--- src/shared/ssor_params.svh ---
`ifndef SSOR_PARAMS_SVH
`define SSOR_PARAMS_SVH

// ****************************************************************
// Widths and counts
// ****************************************************************
`define SSOR_CODE_W    6
`define SSOR_NFUNC     64
`define SSOR_VAL_W     16
`define SSOR_MENU_W    4
`define SSOR_N_ALARM   4
`define SSOR_N_RANGE   4
`define SSOR_N_SENS    3
`define SSOR_N_EXT     2
`define SSOR_N_ZERO    2
`define SSOR_N_TEST    4
`define SSOR_N_REL     5
`define SSOR_N_TRN     8
`define SSOR_N_PIN     2
`define SSOR_PIN_WARM  0
`define SSOR_PIN_COND  1

// ****************************************************************
// Menu levels that force the service state
// ****************************************************************
`define SSOR_MENU_LVL_A 4'h6
`define SSOR_MENU_LVL_B 4'h7

// ****************************************************************
// Switch function codes; code 0 is a function that is never active
// ****************************************************************
`define SSOR_F_NONE    0
`define SSOR_F_FAIL    1
`define SSOR_F_SERV    2
`define SSOR_F_FAULT   3
`define SSOR_F_ALARM0  4
`define SSOR_F_CAL     8
`define SSOR_F_AUTO    9
`define SSOR_F_RANGE0  10
`define SSOR_F_SFAIL0  14
`define SSOR_F_EFAIL0  17
`define SSOR_F_SSERV0  19
`define SSOR_F_ESERV0  22
`define SSOR_F_SCAL0   24
`define SSOR_F_ECAL0   27
`define SSOR_F_FLOW    29
`define SSOR_F_COND    30
`define SSOR_F_ZERO0   31
`define SSOR_F_TEST0   33
`define SSOR_F_PUMP    37

`endif

--- src/shared/ssor_pkg.sv ---
`include "ssor_params.svh"

package ssor_pkg;

  // ****************************************************************
  // Configuration of one assignable output
  // ****************************************************************
  typedef struct packed {
    logic [`SSOR_CODE_W-1:0] code;
    logic                    inv;
  } ssor_cfg_t;

  // ****************************************************************
  // Internal conditions from the instrument, same clock
  // ****************************************************************
  typedef struct packed {
    logic                     internal_fault;
    logic                     maint_req;
    logic [`SSOR_MENU_W-1:0]  menu_level;
    logic                     cal_running;
    logic                     auto_cal;
    logic                     limit_exceeded;
    logic [`SSOR_N_RANGE-1:0] range_first;
    logic [`SSOR_N_SENS-1:0]  sens_fail;
    logic [`SSOR_N_SENS-1:0]  sens_serv;
    logic [`SSOR_N_SENS-1:0]  sens_cal;
    logic [`SSOR_N_EXT-1:0]   ext_fail;
    logic [`SSOR_N_EXT-1:0]   ext_serv;
    logic [`SSOR_N_EXT-1:0]   ext_cal;
    logic [`SSOR_N_ZERO-1:0]  zero_req;
    logic [`SSOR_N_TEST-1:0]  test_req;
    logic                     pump_req;
  } ssor_cond_t;

  // ****************************************************************
  // Alarm channels: value, limit and direction
  // ****************************************************************
  typedef struct packed {
    logic [`SSOR_N_ALARM-1:0][`SSOR_VAL_W-1:0] value;
    logic [`SSOR_N_ALARM-1:0][`SSOR_VAL_W-1:0] limit;
    logic [`SSOR_N_ALARM-1:0]                  above;
  } ssor_alarm_t;

endpackage : ssor_pkg

--- src/rtl/ssor_sync.sv ---
`include "ssor_params.svh"

module ssor_sync (
  // Clock and reset
  input  wire logic                    i_ref_clk,
  input  wire logic                    i_rst_n,
  // Pins
  input  wire logic [`SSOR_N_PIN-1:0]  i_pin,
  // Filtered levels
  output logic      [`SSOR_N_PIN-1:0]  o_level
);
  import ssor_pkg::*;

  logic [`SSOR_N_PIN-1:0] s1_q, s2_q, s3_q, lvl_q;
  logic [`SSOR_N_PIN-1:0] s1_d, s2_d, s3_d, lvl_d;

  // A level is taken once the second and third stages agree.
  always_comb begin
    s1_d  = i_rst_n ? i_pin : '0;
    s2_d  = i_rst_n ? s1_q : '0;
    s3_d  = i_rst_n ? s2_q : '0;
    lvl_d = lvl_q;
    for (int i = 0; i < `SSOR_N_PIN; i++) begin
      if (s2_q[i] == s3_q[i]) begin
        lvl_d[i] = s3_q[i];
      end
    end
    if (!i_rst_n) begin
      lvl_d = '0;
    end
  end

  always_ff @(posedge i_ref_clk) begin
    s1_q  <= s1_d;
    s2_q  <= s2_d;
    s3_q  <= s3_d;
    lvl_q <= lvl_d;
  end

  assign o_level = lvl_q;

endmodule : ssor_sync

--- src/rtl/ssor_slot.sv ---
`include "ssor_params.svh"

module ssor_slot (
  // Clock and reset
  input  wire logic                    i_ref_clk,
  input  wire logic                    i_rst_n,
  // Function flags and configuration
  input  wire logic [`SSOR_NFUNC-1:0]  i_flags,
  input  ssor_pkg::ssor_cfg_t          i_cfg,
  // Switch output
  output logic                         o_out
);
  import ssor_pkg::*;

  logic out_q, out_d;

  always_comb begin
    out_d = i_rst_n ? (i_flags[i_cfg.code] ^ i_cfg.inv) : 1'b0;
  end

  always_ff @(posedge i_ref_clk) begin
    out_q <= out_d;
  end

  assign o_out = out_q;

  a_slot_follow: assert property (@(posedge i_ref_clk) disable iff (!i_rst_n)
    $past(i_rst_n) |-> o_out == ($past(i_flags[i_cfg.code]) ^ $past(i_cfg.inv)))
    else $error("Switch output does not follow its function and inversion.");

endmodule : ssor_slot

--- src/rtl/ssor_router.sv ---
// Operation
// - Gas and pump requests wait for warm-up.
// - Failure raised on internal fault.
// - Failure relay energised only without failure.
// - Failure, service, fault own dedicated relays.
// - Service on calibration, maintenance, menu six/seven.
// - Fault on slight internal limit excess.
// - Four alarm flags, value beyond limit.
// - Calibration flag and automatic calibration flag.
// - Range flag while output in range one.
// - Per-sensor failure, service, calibration flags.
// - Flow flag below half the limit.
// - Condensate flag while condensate detected.
// - Zero, test gas and pump request flags.
// - Five relays, eight transistors select codes.
// - Per-output inversion option.
// - Inverted output opposes its function.
// - One function drives many outputs independently.
`include "ssor_params.svh"

module ssor_router (
  // Clock and reset
  input  wire logic                       i_ref_clk,
  input  wire logic                       i_rst_n,
  // Pins from the instrument
  input  wire logic                       i_warm_pin,
  input  wire logic                       i_condensate_pin,
  // Internal conditions
  input  ssor_pkg::ssor_cond_t            i_cond,
  input  ssor_pkg::ssor_alarm_t           i_alarm,
  input  wire logic [`SSOR_VAL_W-1:0]     i_flow,
  input  wire logic [`SSOR_VAL_W-1:0]     i_flow_limit,
  // Output assignment
  input  ssor_pkg::ssor_cfg_t [`SSOR_N_REL-1:0] i_relay_cfg,
  input  ssor_pkg::ssor_cfg_t [`SSOR_N_TRN-1:0] i_trans_cfg,
  // Dedicated relays
  output logic                            o_dedicated_relay_a,
  output logic                            o_dedicated_relay_b,
  output logic                            o_dedicated_relay_c,
  // Assignable outputs
  output logic [`SSOR_N_REL-1:0]          o_assignable_relay,
  output logic [`SSOR_N_TRN-1:0]          o_transistor_out,
  // Status
  output logic                            o_warm
);
  import ssor_pkg::*;

  // ****************************************************************
  // Helpers
  // ****************************************************************
  function automatic logic alarm_hit(input logic [`SSOR_VAL_W-1:0] v,
                                     input logic [`SSOR_VAL_W-1:0] l,
                                     input logic                   above);
    alarm_hit = above ? (v > l) : (v < l);
  endfunction : alarm_hit

  function automatic logic is_service_menu(input logic [`SSOR_MENU_W-1:0] lvl);
    is_service_menu = (lvl == `SSOR_MENU_LVL_A) || (lvl == `SSOR_MENU_LVL_B);
  endfunction : is_service_menu

  // ****************************************************************
  // Pin synchronisers
  // ****************************************************************
  logic [`SSOR_N_PIN-1:0] pin_lvl;

  ssor_sync u_sync (
    .i_ref_clk (i_ref_clk),
    .i_rst_n   (i_rst_n),
    .i_pin     ({i_condensate_pin, i_warm_pin}),
    .o_level   (pin_lvl)
  );

  // ****************************************************************
  // Warm-up latch
  // ****************************************************************
  logic warm_q, warm_d;

  // Once reached, the operating temperature stays reached until reset.
  always_comb begin
    warm_d = i_rst_n ? (warm_q | pin_lvl[`SSOR_PIN_WARM]) : 1'b0;
  end

  always_ff @(posedge i_ref_clk) begin
    warm_q <= warm_d;
  end

  assign o_warm = warm_q;

  // ****************************************************************
  // Function flags
  // ****************************************************************
  logic [`SSOR_NFUNC-1:0]  flags;
  logic [`SSOR_VAL_W:0]    flow_x2;

  always_comb begin
    flow_x2 = {i_flow, 1'b0};
    flags   = '0;
    flags[`SSOR_F_FAIL]  = i_cond.internal_fault;
    flags[`SSOR_F_SERV]  = i_cond.cal_running | i_cond.maint_req
                         | is_service_menu(i_cond.menu_level);
    flags[`SSOR_F_FAULT] = i_cond.limit_exceeded;
    flags[`SSOR_F_CAL]   = i_cond.cal_running;
    flags[`SSOR_F_AUTO]  = i_cond.auto_cal;
    flags[`SSOR_F_FLOW]  = flow_x2 < {1'b0, i_flow_limit};
    flags[`SSOR_F_COND]  = pin_lvl[`SSOR_PIN_COND];
    flags[`SSOR_F_PUMP]  = warm_q & i_cond.pump_req;
    for (int i = 0; i < `SSOR_N_ALARM; i++) begin
      flags[`SSOR_F_ALARM0 + i] = alarm_hit(i_alarm.value[i], i_alarm.limit[i],
                                            i_alarm.above[i]);
    end
    for (int i = 0; i < `SSOR_N_RANGE; i++) begin
      flags[`SSOR_F_RANGE0 + i] = i_cond.range_first[i];
    end
    for (int i = 0; i < `SSOR_N_SENS; i++) begin
      flags[`SSOR_F_SFAIL0 + i] = i_cond.sens_fail[i];
      flags[`SSOR_F_SSERV0 + i] = i_cond.sens_serv[i];
      flags[`SSOR_F_SCAL0 + i]  = i_cond.sens_cal[i];
    end
    for (int i = 0; i < `SSOR_N_EXT; i++) begin
      flags[`SSOR_F_EFAIL0 + i] = i_cond.ext_fail[i];
      flags[`SSOR_F_ESERV0 + i] = i_cond.ext_serv[i];
      flags[`SSOR_F_ECAL0 + i]  = i_cond.ext_cal[i];
    end
    for (int i = 0; i < `SSOR_N_ZERO; i++) begin
      flags[`SSOR_F_ZERO0 + i] = warm_q & i_cond.zero_req[i];
    end
    for (int i = 0; i < `SSOR_N_TEST; i++) begin
      flags[`SSOR_F_TEST0 + i] = warm_q & i_cond.test_req[i];
    end
  end

  // ****************************************************************
  // Dedicated relays
  // ****************************************************************
  logic [2:0] ded_q, ded_d;

  // The failure relay works on the closed-circuit principle.
  always_comb begin
    ded_d = i_rst_n ? {flags[`SSOR_F_FAULT], flags[`SSOR_F_SERV],
                       ~flags[`SSOR_F_FAIL]} : 3'h0;
  end

  always_ff @(posedge i_ref_clk) begin
    ded_q <= ded_d;
  end

  assign o_dedicated_relay_a = ded_q[0];
  assign o_dedicated_relay_b = ded_q[1];
  assign o_dedicated_relay_c = ded_q[2];

  // ****************************************************************
  // Assignable outputs
  // ****************************************************************
  for (genvar g = 0; g < `SSOR_N_REL; g++) begin : g_rel
    ssor_slot u_slot (
      .i_ref_clk (i_ref_clk),
      .i_rst_n   (i_rst_n),
      .i_flags   (flags),
      .i_cfg     (i_relay_cfg[g]),
      .o_out     (o_assignable_relay[g])
    );
  end

  for (genvar g = 0; g < `SSOR_N_TRN; g++) begin : g_trn
    ssor_slot u_slot (
      .i_ref_clk (i_ref_clk),
      .i_rst_n   (i_rst_n),
      .i_flags   (flags),
      .i_cfg     (i_trans_cfg[g]),
      .o_out     (o_transistor_out[g])
    );
  end

  // ****************************************************************
  // Checks
  // ****************************************************************
  a_cold_no_req: assert property (@(posedge i_ref_clk) disable iff (!i_rst_n)
    !warm_q |-> !flags[`SSOR_F_PUMP] && !flags[`SSOR_F_ZERO0] && !flags[`SSOR_F_TEST0])
    else $error("Control request active before warm-up.");

  a_fail_flag: assert property (@(posedge i_ref_clk) disable iff (!i_rst_n)
    i_cond.internal_fault |-> flags[`SSOR_F_FAIL])
    else $error("Failure flag missing on internal fault.");

  a_fail_relay_open: assert property (@(posedge i_ref_clk) disable iff (!i_rst_n)
    $past(i_rst_n) |-> o_dedicated_relay_a == !$past(i_cond.internal_fault))
    else $error("Failure relay not closed-circuit.");

  a_ded_relays: assert property (@(posedge i_ref_clk) disable iff (!i_rst_n)
    $rose(i_cond.limit_exceeded) && $past(i_rst_n) |=> o_dedicated_relay_c)
    else $error("Fault relay did not follow fault.");

  a_service_menu: assert property (@(posedge i_ref_clk) disable iff (!i_rst_n)
    (i_cond.menu_level == `SSOR_MENU_LVL_B) ##1 i_rst_n |-> o_dedicated_relay_b)
    else $error("Service relay idle in menu level seven.");

  a_alarm_first: assert property (@(posedge i_ref_clk) disable iff (!i_rst_n)
    (i_alarm.above[0] && i_alarm.value[0] > i_alarm.limit[0]) |-> flags[`SSOR_F_ALARM0])
    else $error("Alarm flag missing above limit.");

  a_auto_cal: assert property (@(posedge i_ref_clk) disable iff (!i_rst_n)
    flags[`SSOR_F_AUTO] == i_cond.auto_cal && flags[`SSOR_F_CAL] == i_cond.cal_running)
    else $error("Calibration flags wrong.");

  a_flow_half: assert property (@(posedge i_ref_clk) disable iff (!i_rst_n)
    (i_flow_limit > 16'h0001 && i_flow == (i_flow_limit >> 1) && !i_flow_limit[0])
      |-> !flags[`SSOR_F_FLOW])
    else $error("Flow flag set at exactly half the limit.");

  a_same_code: assert property (@(posedge i_ref_clk) disable iff (!i_rst_n)
    (i_relay_cfg[0] == i_trans_cfg[0]) ##1 $past(i_rst_n)
      |-> o_assignable_relay[0] == o_transistor_out[0])
    else $error("Outputs sharing a function disagree.");

endmodule : ssor_router

--- config.mk ---
export PLATFORM = sky130hd
export DESIGN_NAME = ssor_router
export DESIGN_NICKNAME = d
export VERILOG_FILES = /design/src/shared/ssor_pkg.sv /design/src/rtl/ssor_sync.sv /design/src/rtl/ssor_slot.sv /design/src/rtl/ssor_router.sv
export VERILOG_INCLUDE_DIRS = /design/src /design/src/shared
export SDC_FILE = /design/constraint.sdc
export NUM_CORES = 1
export LEC_CHECK = 0
export ABC_CLOCK_PERIOD_IN_PS = 3400
export BUFFER_PORTS_ARGS = -buffer_cell sky130_fd_sc_hd__clkbuf_2
export CORE_UTILIZATION = 52
export CTS_CLUSTER_DIAMETER = 80
export DETAILED_ROUTE_END_ITERATION = 6
export GPL_TIMING_DRIVEN = 0
export PLACE_DENSITY_LB_ADDON = 0.1
export REMOVE_ABC_BUFFERS = 1
export SETUP_SLACK_MARGIN = 0.15
export SLEW_MARGIN = 20
export SYNTH_ARGS = -nofsm -noshare
export SYNTH_HDL_FRONTEND = slang
export SYNTH_SLANG_ARGS = --single-unit
--- constraint.sdc ---
create_clock -name i_ref_clk -period 3.4 [get_ports i_ref_clk]
set_input_delay 0 -clock i_ref_clk [delete_from_list [all_inputs] [get_ports i_ref_clk]]
set_output_delay 0 -clock i_ref_clk [all_outputs]
set_load 0.02 [all_outputs]
== Word-level counts from Yosys, hierarchy flattened ==
Cells that the tools add are included.
Operators by class
  $add $sub $neg: 0
  $mul: 0
  divide/modulo/power cells: 0
  order comparisons: 22
  eq/ne operators: 4
  shift-type cells: 0
  multiplexer cells: 30
  bitwise gates (word level): 24
  reductions and logical operators: 1
Operator list (number)
  $lt 6x7->1 const B: 13
  $bmux 1 s6: 13
  $gt 16x16->1: 4
  $lt 16x16->1: 4
  $lt 17x16->1: 1
  $mux 1: 17
  $xor 1x1->1: 13
  $eq 4x3->1 const B: 2
  $and 1x1->1: 7
  $or 1x1->1: 3
  $eq 1x1->1: 2
  $logic_or 1x1->1: 1
  $not 1->1: 1
Storage, ports and cells
  flip-flop bits (word level): 25
  bits in latches: 0
  memory bits (writable): 0
  ROM bits: 0
  input bits: 294
  output and inout port bits: 17
  logic and storage cells: 101
  memories: 0

== Longest topological paths before layout ==
  depth after elaboration: 6
  mapped depth: 12
  depth with buffers taken out: 10

== Hierarchy ==
Synthesis repeated with hierarchy kept, for this count alone.
Unflattened totals
  cells, all modules: 1005
  area, all modules: 10811.6 sq um
Modules (own cells, without submodules)
  ssor_slot: times used 13, cells each 52, area an instance 643.1 sq um, sequential area each 20.0 sq um
  ssor_router: times used 1, cells each 309, area an instance 2213.4 sq um, sequential area each 80.1 sq um
  ssor_sync: times used 1, cells each 20, area an instance 237.7 sq um, sequential area each 160.2 sq um

== Worst setup path after synthesis ==
Ideal clock, no wire load.
  kind: input to register
  start point: input i_alarm[31] in the netlist's numbering
  end point: register g_rel[0].u_slot.out_q
  setup time: 0.072 ns
  arrival time: 2.361 ns
  required time: 3.328 ns
  setup slack: 0.968 ns
  cell stages on the path: 12
  path buffers: 2
  path through: inv_1 > ha_1 > a21oi_2 > o21a_1 > o2bb2ai_1 > or4_1 > buf_2 > and2_1 > buf_6 > mux4_2 > a22oi_1 > mux2i_1
Between the ends
  cells in the longest elaborated chain, start to end: 5
  elaborated cells between the ends (all ways): 6
  those cells by class: 2 x order compare; 3 x mux; 1 x bitwise
Ends and longest elaborated chain
  from (decl): line ssor_router.sv:30  | input ssor_pkg::ssor_alarm_t i_alarm,
  $lt 16x16->1 / $gt 16x16->1 (equally long branches): line ssor_router.sv:54  | alarm_hit = above ? (v > l) : (v < l);
  $mux 1 (*): line ssor_router.sv:54
  $bmux 1 s6 (*): line ssor_slot.sv:18  | out_d = i_rst_n ? (i_flags[i_cfg.code] ^ i_cfg.inv) : 1'b0;
  $mux 1 (implied by the code) (*): line ssor_slot.sv:18
  $xor 1x1->1 (*): line ssor_slot.sv:18
  to (signal assigned): line ssor_slot.sv:22  | out_q <= out_d;
  to (decl): line ssor_slot.sv:15  | logic out_q, out_d;
Mark *: on every way between the ends. The rest lies on a longest branch, timed or not. The select of a mux whose other input is x is not followed.
A chain may end at the register's enable or synchronous reset.

== Worst setup path after layout ==
  start point: register warm_q (netlist: o_warm)
  end point: register g_rel[3].u_slot.out_q
Between the ends
  cells in the longest elaborated chain, start to end: 4
  elaborated cells between the ends (all ways): 10
  those cells by class: 2 x mux; 8 x bitwise
Ends and longest elaborated chain
  from (decl): line ssor_router.sv:76  | logic warm_q, warm_d;
  from (signal assigned): line ssor_router.sv:84  | warm_q <= warm_d;
  $and 1x1->1 (on tied branches): line ssor_router.sv:125, ssor_router.sv:106, ssor_router.sv:128
  $bmux 1 s6 (*): line ssor_slot.sv:18
  $mux 1 (implied by the code) (*): line ssor_slot.sv:18
  $xor 1x1->1 (*): line ssor_slot.sv:18
  to (signal assigned): line ssor_slot.sv:22
  to (decl): line ssor_slot.sv:15
Marked as above.

==> flow_metrics.env <==
export IMPL_outcome="finished clean"
export IMPL_syn_area_um2=8003
export IMPL_gr_usage_all_layers=0.3286
export IMPL_vias=9015
export IMPL_antenna_diode_count=0
export IMPL_fin_crit_ps=2938
export IMPL_yosysMostFrequentCell="inv_1"
export IMPL_place_gp_congestion=0.9597
export IMPL_cp_cell_sequence="nand2_1 -> o21ai_0 -> nand3_1 -> a21oi_1 -> nor2_1 -> a32o_1 -> a211oi_1 -> mux2i_1"
export IMPL_critPathMaxFanout=25
export IMPL_switching_share=0.4367
export IMPL_drive_gt1_frac=0.3405
export IMPL_critPathSlowestCell="dfxtp_2"
export IMPL_synth_area_leaders="mux4_2 23%, ha_1 12%, mux2i_1 7.0%"
export IMPL_cts_setup_buffers=0
export IMPL_synth_commonest_cells="130 x inv_1, 95 x nand2_1, 82 x mux4_2"
export IMPL_syn_mean_instance_area_um2=7.877
export IMPL_h_tree_depth=1
export IMPL_power_density_nw_per_um2=190.0
export IMPL_rows=44
export IMPL_root_buffer="clkbuf_16"
export IMPL_dr_pass1_iters=5
export IMPL_route_detailed_drc=0
export IMPL_path_clk_slew_ps=100
export IMPL_cp_start_kind="register"
export IMPL_vias_per_cell=6.282
export IMPL_switching_power_uw=796.2
export IMPL_power_frac_comb=0.639
export IMPL_grt_pass1_vias=8215
export IMPL_grt_setup_unrepaired="no"
export IMPL_finalMaxSlewViolations=0
export IMPL_core_um2=14750
export IMPL_synth_edff_count=0
export IMPL_ant_nets=0
export IMPL_arrival_ps=3170
export IMPL_wl_um=26770
export IMPL_criticalPathCategory="register to register"
export IMPL_area_delta_synth_final_pct=19.92
export IMPL_hold_violations=0
export IMPL_drt_iter0_markers=1005
export IMPL_p_leak_nw=4.702
export IMPL_die_area_um2=15890
export IMPL_r2r_slack_ps=460
export IMPL_required_ps=3630
export IMPL_cts_tree="yes"
export IMPL_ios=311
export IMPL_yosysTopAreaCellShare=0.2308
export IMPL_synthArstFlopShare=0
export IMPL_die_h_um=126.1
export IMPL_clock_latency_ps=300
export IMPL_p_int_mw=1.027
export IMPL_n_fill_cell=1374
export IMPL_synth_cells=1016
export IMPL_synth_distinct_cells=66
export IMPL_fin_crit_sh=0.8641
export IMPL_seqPwrFrac=0.175
export IMPL_end_kind="register"
export IMPL_hpwlAfterDp_um=19050
export IMPL_pwr_share_clk=0.186
export IMPL_seq_area_frac_synth=0.06254
export IMPL_critical_path_max_stage_delay_ps=760
export IMPL_cap_violations=0
export IMPL_synth_top_cell_by_area="mux4_2"
export IMPL_ys_dominant_reg_cell="dfxtp_1"
export IMPL_cts_path_max_buffers=2
export IMPL_grt_start_max_net_pins=39
export IMPL_fmax_mhz=340.4
export IMPL_worst_pin_slew_ps=1062
export IMPL_finClkSkew_ps=13.48
export IMPL_setup_tns_ps=0
export IMPL_start_util=0.5424
export IMPL_grt_pass1_wl_um=41220
export IMPL_wl_per_cell_um=18.65
export IMPL_hold_slack_ps=136.6
export IMPL_peakVddDrop_mv=0.2164
export IMPL_antenna_found_initial=0
export IMPL_io_buffers=309
export IMPL_setup_violations=0
export IMPL_yosysWarnings=0
export IMPL_slew_headroom=0.2810
export IMPL_cts_buffers=3
export IMPL_hold_path_class="input pin to register"
export IMPL_grt_ovfl_total=0
export IMPL_ys_seq_elements=25
export IMPL_nets=1625
export IMPL_die_w_um=126.1
export IMPL_clkSinkCount=25
## logic make-up after synthesis
family          count (synthesis)  synth area share
compound gates                243            0.2015
fa+ha+maj                      79            0.1235
buf+inv                       225            0.1174
flops                          25           0.06254
mux                           148            0.3149
simple gates                  296            0.1801
## what timing repair did
action | 4_1_cts | 5_1_grt
gates resized for setup | 1 | 0
hold buffers | 15 | 0
hold endpoints to repair | 15 | 0
endpoints found under the setup margin | 3 | 0
## cells in the final DEF, fill, tap and decap left out, types with 15 or more instances in the layout
| cell | synthesis | final |
|---|---|---|
| mux4_2 | 82 | 82 |
| inv_1 | 130 | 130 |
| dlygate4sd3_1 | 0 | 15 |
| nor2_1 | 61 | 61 |
| ha_1 | 79 | 79 |
| nand4_1 | 18 | 18 |
| nand2_1 | 95 | 95 |
| clkbuf_2 | 0 | 309 |
| o211ai_1 | 16 | 16 |
| mux2i_1 | 56 | 56 |
| a21oi_1 | 55 | 55 |
| nand3_1 | 42 | 42 |
| dfxtp_1 | 25 | 24 |
| o21ai_0 | 46 | 44 |
| a31oi_1 | 29 | 29 |
## worst paths after layout
| path | start | depth (start not counted) | end |
|---|---|---|---|
| worst min-delay path | i_cond[33] | 4 | ded_q[1]$_SDFF_PN0_ |
| worst max-delay path | o_warm$_SDFF_PN0_ | 8 | g_rel[3].u_slot.o_out$_SDFF_PN0_ |
| worst max register to register | o_warm$_SDFF_PN0_ | 8 | g_rel[3].u_slot.o_out$_SDFF_PN0_ |
| worst min register to register | u_sync.s1_q[1]$_SDFF_PN0_ | 1 | u_sync.s2_q[1]$_SDFF_PN0_ |
## through the flow
stage	cell area [um2]	util	total power, mW	worst slack, ps	instances
final	9597	0.6504	1.823	462.0	1435
after global routing	9597	0.6504	1.941	390.3	1435
after CTS	9597	0.6504	1.804	589.6	1435
after detailed placement	9361	0.6345	1.454	120.1	1416
after global placement	9328	0.6322	1.435	71.73	1414
after floorplan	7551	-	0.9697	953.3	921
## worst max-delay path: cells and delay by family, from the launching register on
family / cells / cell delay, ps
compound gates: 4 / 1140
simple gates: 3 / 730
mux: 1 / 220
flops: 1 / 760
## routing by layer
| layer | wire (um) | global-route usage | vias to the layer above |
|---|---|---|---|
| li1 | - | - | 4251 |
| met1 | 10090 | 0.4212 | 4055 |
| met2 | 12130 | 0.5359 | 602 |
| met3 | 3302 | 0.07349 | 107 |
| met4 | 1244 | 0.1325 | 0 |
| met5 | 0 | 0 | - |
## power groups by stage
stage	Combinational (mW)	Sequential [mW]	Clock, mW
6_report	1.16	0.320	0.339
5_1_grt	1.27	0.322	0.349
4_1_cts	1.15	0.320	0.337
3_5_place_dp	1.13	0.326	0
3_3_place_gp	1.11	0.325	0
2_1_floorplan	0.621	0.349	0
## registers in the layout, indices dropped and copies added, names as in the netlist
name / count
ded_q: 3
g_rel.u_slot.o_out: 5
g_trn.u_slot.o_out: 8
o_warm: 1
u_sync.o_level: 2
u_sync.s1_q: 2
u_sync.s2_q: 2
u_sync.s3_q: 2
## final cells by class
class / instances / area [um2] / share of cell area
multi-input combinational: 766 / 6574 / 0.6850
timing repair buffer: 326 / 1719 / 0.1791
sequential: 25 / 501.7 / 0.05228
inverter: 130 / 488.0 / 0.05085
tap: 184 / 230.2 / 0.02399
clock buffer: 3 / 75.07 / 0.007823
clock inverter: 1 / 8.758 / 0.0009126
Note: power is estimated with default switching activity, not from simulation.
